`src/core/rpmm_pkg.sv`:
```
// shared constants and types of the rpm threshold monitor
package rpmm_pkg;
   // ------------------------------------------------------------
   // timing
   // ------------------------------------------------------------
   localparam int CLK_HZ = 10_000_000;
   localparam int GATE_MS = 1000;
   localparam int GATE_CYC = GATE_MS * (CLK_HZ / 1000);
   localparam int DEB_MS = 10;
   localparam int DEB_CYC = DEB_MS * (CLK_HZ / 1000);
   localparam int MS_PER_MIN = 60_000;
   localparam int RPM_SCALE = MS_PER_MIN / GATE_MS;
   // ------------------------------------------------------------
   // values
   // ------------------------------------------------------------
   localparam logic [15:0] UPPER_RST = 16'h01F4;
   localparam logic [15:0] LOWER_RST = 16'h00C8;
   localparam logic [15:0] STEP_RPM = 16'h0064;
   localparam logic [15:0] RPM_MAX = 16'h270F;
   // ------------------------------------------------------------
   // register offsets
   // ------------------------------------------------------------
   localparam logic [7:0] REG_CTRL = 8'h00;
   localparam logic [7:0] REG_RPM = 8'h04;
   localparam logic [7:0] REG_MIN = 8'h08;
   localparam logic [7:0] REG_MAX = 8'h0C;
   localparam logic [7:0] REG_UPPER = 8'h10;
   localparam logic [7:0] REG_LOWER = 8'h14;
   localparam logic [7:0] REG_STATUS = 8'h18;
   localparam logic [1:0] RESP_OKAY = 2'h0;
   localparam logic [1:0] RESP_SLVERR = 2'h2;
   // ------------------------------------------------------------
   // key bit positions
   // ------------------------------------------------------------
   localparam int K_DOWN = 0;
   localparam int K_UP = 1;
   localparam int K_LEFT = 2;
   localparam int K_RIGHT = 3;
   localparam int K_CENTER = 4;
   localparam int K_MAX = 5;
   localparam int K_MIN = 6;
   localparam int N_KEYS = 7;
   typedef struct packed {
      logic min_recall_key;
      logic max_recall_key;
      logic nav_center;
      logic nav_right;
      logic nav_left;
      logic nav_up;
      logic nav_down;
   } rpmm_keys_t;
   typedef struct packed {
      logic over_alarm_lamp;
      logic in_band_lamp;
      logic under_alarm_lamp;
   } rpmm_lamps_t;
   typedef enum logic [1:0] {ST_MEAS, ST_SET_LO, ST_SET_HI} rpmm_mode_t;
endpackage : rpmm_pkg

```
`src/core/rpmm_top.sv`:
```
// rpm threshold monitor: pulse counting, lamps, keys, display, AXI4-Lite registers
//
// The AXI4-Lite slave port and the address map were decided locally.
`timescale 1ns/1ps
module rpmm_top #(
   parameter int MAGNETS = 1,
   parameter int GATE_CYCLES = rpmm_pkg::GATE_CYC,
   parameter int DEB_CYCLES = rpmm_pkg::DEB_CYC
) (
   // clock and reset
   input wire logic CLOCK_I,
   input wire logic NRST_I,
   // sensor and keys (asynchronous pins)
   input wire logic MAG_PULSE_I,
   input wire rpmm_pkg::rpmm_keys_t KEYS_I,
   // lamps and display
   output rpmm_pkg::rpmm_lamps_t LAMPS_O,
   output logic [15:0] DISP_BCD_O,
   output logic DISP_ON_O,
   // AXI4-Lite write
   input wire logic [7:0] AWADDR_I,
   input wire logic AWVALID_I,
   output logic AWREADY_O,
   input wire logic [31:0] WDATA_I,
   input wire logic [3:0] WSTRB_I,
   input wire logic WVALID_I,
   output logic WREADY_O,
   output logic [1:0] BRESP_O,
   output logic BVALID_O,
   input wire logic BREADY_I,
   // AXI4-Lite read
   input wire logic [7:0] ARADDR_I,
   input wire logic ARVALID_I,
   output logic ARREADY_O,
   output logic [31:0] RDATA_O,
   output logic [1:0] RRESP_O,
   output logic RVALID_O,
   input wire logic RREADY_I
);
   import rpmm_pkg::*;

   function automatic logic [15:0] to_bcd(input logic [15:0] v);
      logic [31:0] s;
      s = {16'h0000, v};
      for (int i = 0; i < 16; i++) begin
         for (int d = 0; d < 4; d++) begin
            if (s[16 + 4 * d +: 4] >= 4'h5) begin
               s[16 + 4 * d +: 4] = s[16 + 4 * d +: 4] + 4'h3;
            end
         end
         s = {s[30:0], 1'b0};
      end
      return s[31:16];
   endfunction : to_bcd

   // ------------------------------------------------------------
   // synchronisers and debounce
   // ------------------------------------------------------------
   logic [N_KEYS:0] sync1, sync2;
   logic [N_KEYS-1:0] deb, deb_d, press;
   logic mag_d;

   always_ff @(posedge CLOCK_I) begin
      if (!NRST_I) begin
         sync1 <= '0;
         sync2 <= '0;
         mag_d <= 1'b0;
         deb_d <= '0;
      end else begin
         sync1 <= {MAG_PULSE_I, KEYS_I};
         sync2 <= sync1;
         mag_d <= sync2[N_KEYS];
         deb_d <= deb;
      end
   end

   for (genvar k = 0; k < N_KEYS; k++) begin : g_deb
      logic [31:0] cnt;
      // a level must stay put for the whole window before it counts
      always_ff @(posedge CLOCK_I) begin
         if (!NRST_I) begin
            cnt <= '0;
            deb[k] <= 1'b0;
         end else if (sync2[k] == deb[k]) begin
            cnt <= '0;
         end else if (cnt >= 32'(DEB_CYCLES - 1)) begin
            cnt <= '0;
            deb[k] <= sync2[k];
         end else begin
            cnt <= cnt + 32'h1;
         end
      end
   end
   assign press = deb & ~deb_d;

   // ------------------------------------------------------------
   // speed measurement
   // ------------------------------------------------------------
   logic [31:0] gate_cnt;
   logic [15:0] pulses, rpm;
   logic rpm_stb;
   logic [31:0] prod;
   assign prod = ({16'h0000, pulses} * 32'(RPM_SCALE)) / 32'(MAGNETS);

   always_ff @(posedge CLOCK_I) begin
      if (!NRST_I) begin
         gate_cnt <= '0;
         pulses <= '0;
         rpm <= '0;
         rpm_stb <= 1'b0;
      end else begin
         rpm_stb <= 1'b0;
         if (gate_cnt >= 32'(GATE_CYCLES - 1)) begin
            gate_cnt <= '0;
            pulses <= {15'h0000, sync2[N_KEYS] & ~mag_d};
            rpm <= (prod > {16'h0000, RPM_MAX}) ? RPM_MAX : prod[15:0];
            rpm_stb <= 1'b1;
         end else begin
            gate_cnt <= gate_cnt + 32'h1;
            if (sync2[N_KEYS] && !mag_d && pulses != 16'hFFFF) begin
               pulses <= pulses + 16'h1;
            end
         end
      end
   end

   // ------------------------------------------------------------
   // link state, thresholds, min and max
   // ------------------------------------------------------------
   logic online, online_d, link_rise;
   logic [15:0] upper, lower, min_rpm, max_rpm;
   rpmm_mode_t mode;
   logic wr_en;
   logic [7:0] wr_addr;
   logic [31:0] wr_data;
   assign link_rise = online && !online_d;

   always_ff @(posedge CLOCK_I) begin
      if (!NRST_I) begin
         online_d <= 1'b0;
      end else begin
         online_d <= online;
      end
   end

   always_ff @(posedge CLOCK_I) begin
      if (!NRST_I) begin
         online <= 1'b0;
      end else if (wr_en && wr_addr == REG_CTRL) begin
         online <= wr_data[0];
      end
   end

   always_ff @(posedge CLOCK_I) begin
      if (!NRST_I) begin
         upper <= UPPER_RST;
         lower <= LOWER_RST;
      end else if (link_rise) begin
         upper <= UPPER_RST;
         lower <= LOWER_RST;
      end else if (wr_en && wr_addr == REG_UPPER) begin
         if (wr_data[15:0] > lower && wr_data[15:0] <= RPM_MAX) begin
            upper <= wr_data[15:0];
         end
      end else if (wr_en && wr_addr == REG_LOWER) begin
         if (wr_data[15:0] < upper) begin
            lower <= wr_data[15:0];
         end
      end else if (mode != ST_MEAS) begin
         if (press[K_RIGHT] && lower + STEP_RPM < upper) begin
            lower <= lower + STEP_RPM;
         end else if (press[K_LEFT] && lower >= STEP_RPM) begin
            lower <= lower - STEP_RPM;
         end else if (press[K_UP] && upper + STEP_RPM <= RPM_MAX) begin
            upper <= upper + STEP_RPM;
         end else if (press[K_DOWN] && upper >= STEP_RPM + lower + 16'h1) begin
            upper <= upper - STEP_RPM;
         end
      end
   end

   // the first gate after connection seeds both extremes
   always_ff @(posedge CLOCK_I) begin
      if (!NRST_I || link_rise) begin
         min_rpm <= RPM_MAX;
         max_rpm <= '0;
      end else if (online && rpm_stb) begin
         if (rpm < min_rpm) begin
            min_rpm <= rpm;
         end
         if (rpm > max_rpm) begin
            max_rpm <= rpm;
         end
      end
   end

   // ------------------------------------------------------------
   // settings mode
   // ------------------------------------------------------------
   always_ff @(posedge CLOCK_I) begin
      if (!NRST_I || !online) begin
         mode <= ST_MEAS;
      end else begin
         unique case (mode)
            ST_MEAS: begin
               if (press[K_CENTER]) begin
                  mode <= ST_SET_LO;
               end
            end
            ST_SET_LO, ST_SET_HI: begin
               if (press[K_CENTER]) begin
                  mode <= ST_MEAS;
               end else if (press[K_UP] || press[K_DOWN]) begin
                  mode <= ST_SET_HI;
               end else if (press[K_LEFT] || press[K_RIGHT]) begin
                  mode <= ST_SET_LO;
               end
            end
         endcase
      end
   end

   // ------------------------------------------------------------
   // lamps and display
   // ------------------------------------------------------------
   always_ff @(posedge CLOCK_I) begin
      if (!NRST_I || !online) begin
         LAMPS_O <= '0;
      end else if (mode == ST_SET_HI) begin
         LAMPS_O <= 3'b110;
      end else if (mode == ST_SET_LO) begin
         LAMPS_O <= 3'b011;
      end else begin
         LAMPS_O.over_alarm_lamp <= rpm > upper;
         LAMPS_O.in_band_lamp <= rpm >= lower && rpm <= upper;
         LAMPS_O.under_alarm_lamp <= rpm < lower;
      end
   end

   always_ff @(posedge CLOCK_I) begin
      if (!NRST_I) begin
         DISP_ON_O <= 1'b0;
         DISP_BCD_O <= '0;
      end else begin
         DISP_ON_O <= online;
         if (mode == ST_SET_LO) begin
            DISP_BCD_O <= to_bcd(lower);
         end else if (mode == ST_SET_HI) begin
            DISP_BCD_O <= to_bcd(upper);
         end else if (deb[K_MIN]) begin
            DISP_BCD_O <= to_bcd(min_rpm);
         end else if (deb[K_MAX]) begin
            DISP_BCD_O <= to_bcd(max_rpm);
         end else begin
            DISP_BCD_O <= to_bcd(rpm);
         end
      end
   end

   // ------------------------------------------------------------
   // AXI4-Lite slave
   // ------------------------------------------------------------
   logic aw_full, w_full;
   logic [7:0] aw_addr;
   assign wr_en = aw_full && w_full && !BVALID_O;
   assign wr_addr = aw_addr;

   function automatic logic mapped(input logic [7:0] a);
      return a[1:0] == 2'b00 && a <= REG_STATUS;
   endfunction : mapped

   always_ff @(posedge CLOCK_I) begin
      if (!NRST_I) begin
         aw_full <= 1'b0;
         w_full <= 1'b0;
         aw_addr <= '0;
         wr_data <= '0;
         AWREADY_O <= 1'b0;
         WREADY_O <= 1'b0;
         BVALID_O <= 1'b0;
         BRESP_O <= RESP_OKAY;
      end else begin
         AWREADY_O <= !aw_full && !(AWVALID_I && AWREADY_O);
         WREADY_O <= !w_full && !(WVALID_I && WREADY_O);
         if (AWVALID_I && AWREADY_O) begin
            aw_full <= 1'b1;
            aw_addr <= AWADDR_I;
         end
         if (WVALID_I && WREADY_O) begin
            w_full <= 1'b1;
            wr_data <= WDATA_I;
         end
         if (wr_en) begin
            BVALID_O <= 1'b1;
            BRESP_O <= mapped(aw_addr) ? RESP_OKAY : RESP_SLVERR;
         end
         if (BVALID_O && BREADY_I) begin
            BVALID_O <= 1'b0;
            aw_full <= 1'b0;
            w_full <= 1'b0;
            AWREADY_O <= 1'b1;
            WREADY_O <= 1'b1;
         end
      end
   end

   always_ff @(posedge CLOCK_I) begin
      if (!NRST_I) begin
         ARREADY_O <= 1'b0;
         RVALID_O <= 1'b0;
         RDATA_O <= '0;
         RRESP_O <= RESP_OKAY;
      end else if (ARVALID_I && ARREADY_O) begin
         ARREADY_O <= 1'b0;
         RVALID_O <= 1'b1;
         RRESP_O <= mapped(ARADDR_I) ? RESP_OKAY : RESP_SLVERR;
         unique case (ARADDR_I)
            REG_CTRL: RDATA_O <= {31'h0, online};
            REG_RPM: RDATA_O <= {16'h0, rpm};
            REG_MIN: RDATA_O <= {16'h0, min_rpm};
            REG_MAX: RDATA_O <= {16'h0, max_rpm};
            REG_UPPER: RDATA_O <= {16'h0, upper};
            REG_LOWER: RDATA_O <= {16'h0, lower};
            REG_STATUS: RDATA_O <= {27'h0, mode, LAMPS_O};
            default: RDATA_O <= '0;
         endcase
      end else if (RVALID_O && RREADY_I) begin
         RVALID_O <= 1'b0;
         ARREADY_O <= 1'b1;
      end else if (!RVALID_O) begin
         ARREADY_O <= 1'b1;
      end
   end
endmodule : rpmm_top

```
`config.mk`:
```
export PLATFORM = sky130hd
export DESIGN_NAME = rpmm_top
export DESIGN_NICKNAME = d
export VERILOG_FILES = /design/src/core/rpmm_pkg.sv /design/src/core/rpmm_top.sv
export SDC_FILE = /design/constraint.sdc
export NUM_CORES = 2
export LEC_CHECK = 0
export ABC_AREA = 1
export ABC_CLOCK_PERIOD_IN_PS = 21300
export BUFFER_PORTS_ARGS = -buffer_cell sky130_fd_sc_hd__buf_2
export CORE_MARGIN = 3
export CORE_UTILIZATION = 50
export DETAILED_ROUTE_END_ITERATION = 10
export GPL_TIMING_DRIVEN = 1
export PLACE_DENSITY = 0.64
export SETUP_SLACK_MARGIN = 0.3
export SYNTH_ARGS = -nofsm -noshare
export SYNTH_HDL_FRONTEND = slang
export SYNTH_SLANG_ARGS = --single-unit
```
`constraint.sdc`:
```
create_clock -name CLOCK_I -period 21.3 [get_ports CLOCK_I]
set_input_delay 2.13 -clock CLOCK_I [delete_from_list [all_inputs] [get_ports CLOCK_I]]
set_output_delay 2.13 -clock CLOCK_I [all_outputs]
set_load 0.005 [all_outputs]
```
==> impl_metrics.yaml <==
sta:
  slew_headroom_pct: 29.5
  setup_viol: 0
  slew_violations: 0
  fmax_mhz: 82.2
  fin_crit_sh_pct: 57.1
  layout_min_cycle_time_ns: 12.16
  setup_ws_ns: 9.14
  setup_tns_ns: 0
  final_hold_viol_count: 0
  tightest_slew_ns: 1.06
  skew_ns: 0.0706
  rsz0062_at_grt: "false"
clock_tree:
  cts_tree: "built"
  clk_latency_ns: 0.66
  cts_buffers: 52
  cts_root_buffer: "clkbuf_16"
  cts_setup_buffers: 0
  cts_sinks: 451
  ctsResizeCount: 0
  cts_buffer_depth: 3
  cts_hold_buf: 0
  h-tree-depth: 2
  path_clk_slew_ns: 0.06
global_route:
  antenna_found_initial: 7
  grt_pass1_vias: 33800
  grt_start_max_net_pins: 64
  grt_usage_pct: 23.5
  grt_pass1_wl_um: 163000
  grt.overflow.total: 0
floorplan:
  dieWidth_um: 289
  die_h_um: 289
  ios: 128
  coreArea_um2: 79100
  die_area_um2: 83400
  initial_core_util_pct: 50.5
  num_rows: 103
cells_and_area:
  fill_cells: 7800
  fin_util_pct: 55.2
  nets: 6663
  syn_to_final_growth_pct: 9.31
  drive_above_1_share_pct: 11.2
critical_path:
  end_kind: "flip-flop"
  worst-path-max-fanout: 6
  arrival_ns: 12.66
  rrSetupSlack_ns: 9.14
  cpPeakStageDelay_ns: 0.35
  cp.required_ns: 21.79
  r2r_cells: 84
  worst_path_most_repeated_cell: "nand2_1"
  crit-reg2reg-launch: "min_rpm[14]$_SDFFE_PP0P_"
  setup.worst_path.start_class: "flip-flop"
  crit_type: "reg2reg"
  r2r_end: "DISP_BCD_O[1]$_SDFF_PN0_"
  slowest_stage: "xor2_1"
detailed_routing:
  vias_per_cell: 5.14
  drtIter0Drc: 2187
  drc_errors: 0
  drt_wl_total_um: 98600
  dr.pass1.iters: 6
  ant_nets: 0
  num_vias: 37100
  wire_per_inst_um: 13.6
hold_path:
  hold_end: "sync2[4]$_SDFF_PN0_"
  hold_depth: 2
  hold_path_class: "reg2reg"
  hold_start: "sync1[4]$_SDFF_PN0_"
synth:
  synth_cells: 5938
  async_reset_ff_share_pct: 0
  yosys.area.top_type: "dfxtp_1"
  avgSynthCellArea_um2: 6.73
  synth-xor-area-share_pct: 4.66
  netlist_area_um2: 40000
  synth_compound_area_share_pct: 14.0
  synth.top_cell.area_share_pct: 22.6
  yosys-top-cells-count: "nand2_1, inv_1, nand3_1"
  ys_top_cells_by_area: "dfxtp_1, ha_1, nand2_1"
  ys_seq_area_share_pct: 22.6
  synth.most_common_cell: "nand2_1"
  synth_fa_ha_area_share_pct: 15.0
  ys_warn_count: 0
  synth_edf_count: 0
  synth-simple-area-share_pct: 33.8
  ys.flop_type: "dfxtp_1"
  synth.area.mux_share_pct: 0.0282
  synth_top_family_by_area: "simple AND/OR/NAND/NOR gates"
  yosys_register_bits: 451
  synth_cell_type_count: 78
pwr:
  finalPower_w: 0.00465
  vdd_ir_drop_max_mv: 0.287
  leakagePower_nw: 22.7
  powerDensity_nw_per_um2: 106
placement:
  dpl.hpwl_um: 78600
  portBuffers: 89
  pre_cts_slack_ns: 9.14
  gp_congestion: 0.908
flow_run:
  cap_violations: 0
run_status:
  outcome: "complete, no violations"
## sequential cells by signal, indices dropped and copies added (netlist names), 7 cells and up
register    count
min_rpm        15
lower          16
rpm            15
sync1           8
wr_data        16
RDATA_O        16
pulses         16
DISP_BCD_O     16
aw_addr         8
sync2           8
deb             7
g_deb.cnt     224
max_rpm        15
gate_cnt       32
upper          16
## area by class of cell
cell class / instances / area, µm² / area share (%)
tap: 1050 / 1310 / 3.01
multi-input combinational: 4606 / 27500 / 62.9
sequential: 451 / 9030 / 20.7
antenna: 2 / 5.00 / 0.0115
inverter: 919 / 3450 / 7.89
clock inverter: 29 / 437 / 0.999
clock buffer: 65 / 1420 / 3.25
timing repair buffer: 105 / 568 / 1.30
## stage by stage
step,cell area (µm²),cells,hold WS (ns)
6_report,43700,7227,0.414
5_1_grt,43700,7225,0.441
4_1_cts,43700,7225,0.415
3_5_place_dp,41800,7131,0.405
3_3_place_gp,41800,7131,0.395
2_1_floorplan,40500,6068,0.390
## report_power, final
| part | total (W) | leakage (nW) | internal [W] | switching [W] |
|---|---|---|---|---|
| Clock | 0.000973 | 0.897 | 0.000575 | 0.000398 |
| Sequential | 0.000883 | 3.69 | 0.000868 | 0.0000150 |
| Combinational | 0.00279 | 18.1 | 0.000927 | 0.00186 |
| Total | 0.00465 | 22.7 | 0.00237 | 0.00228 |
## how the worst max path moves through the flow
stage	to	from
3_3_place_gp	DISP_BCD_O[10]$_SDFF_PN0_	upper[14]$_SDFFE_PP0P_
3_5_place_dp	DISP_BCD_O[10]$_SDFF_PN0_	upper[14]$_SDFFE_PP0P_
2_1_floorplan	DISP_BCD_O[10]$_SDFF_PN0_	upper[14]$_SDFFE_PP0P_
6_report	DISP_BCD_O[1]$_SDFF_PN0_	min_rpm[14]$_SDFFE_PP0P_
5_1_grt	DISP_BCD_O[6]$_SDFF_PN0_	upper[14]$_SDFFE_PP0P_
4_1_cts	DISP_BCD_O[10]$_SDFF_PN0_	upper[14]$_SDFFE_PP0P_
## worst max-delay path, delay by kind of cell (launching register included)
family | cells | cell delay [ns]
flip-flops | 1 | 0.32
AO/OA/AOI/OAI | 6 | 1.08
XOR/XNOR | 6 | 1.90
AND/OR/NAND/NOR | 43 | 4.83
adder cells (fa/ha/maj) | 13 | 2.75
buffers and inverters | 16 | 1.18
## placed cells by master, fill, tap and decap left out, types with 14 or more instances in the layout
| cell | n |
|---|---|
| nand2_1 | 1377 |
| inv_1 | 843 |
| nand3_1 | 473 |
| dfxtp_1 | 451 |
| ha_1 | 432 |
| nor2_1 | 417 |
| a21oi_1 | 253 |
| o21ai_0 | 223 |
| nand2_2 | 174 |
| xor2_1 | 143 |
| conb_1 | 131 |
| nand4_1 | 101 |
| nor3_1 | 97 |
| buf_2 | 88 |
| o21ai_1 | 74 |
| o21ai_2 | 71 |
| nand3_2 | 63 |
| inv_2 | 61 |
| o211ai_1 | 54 |
| clkbuf_16 | 52 |
| nor3b_1 | 42 |
| a31oi_1 | 35 |
| nor4_1 | 33 |
| fa_1 | 29 |
| or2_2 | 28 |
| and2_1 | 27 |
| xnor2_1 | 27 |
| nand3b_1 | 26 |
| o22ai_1 | 23 |
| xor2_2 | 21 |
| a211oi_1 | 20 |
| buf_4 | 17 |
| a21oi_2 | 16 |
| clkinv_1 | 15 |
| a21o_1 | 14 |
| o21bai_1 | 14 |
| o21a_1 | 14 |
| o221ai_1 | 14 |
## logic make-up after synthesis
kind of cell             count (synthesis)
XOR/XNOR                               193
adder cells (fa/ha/maj)                461
AO/OA/AOI/OAI                          902
flip-flops                             451
multiplexers                             1
other                                    1
AND/OR/NAND/NOR                       2918
buffers and inverters                 1011
## per-layer routing
metal,routed length (µm),track usage (%),vias up
li1,-,-,19700
met1,46600,31.1,16600
met2,43600,39.3,636
met3,5220,3.50,161
met4,3040,7.07,8
met5,60,0,-
No activity file was read; power rests on OpenSTA's default activity.
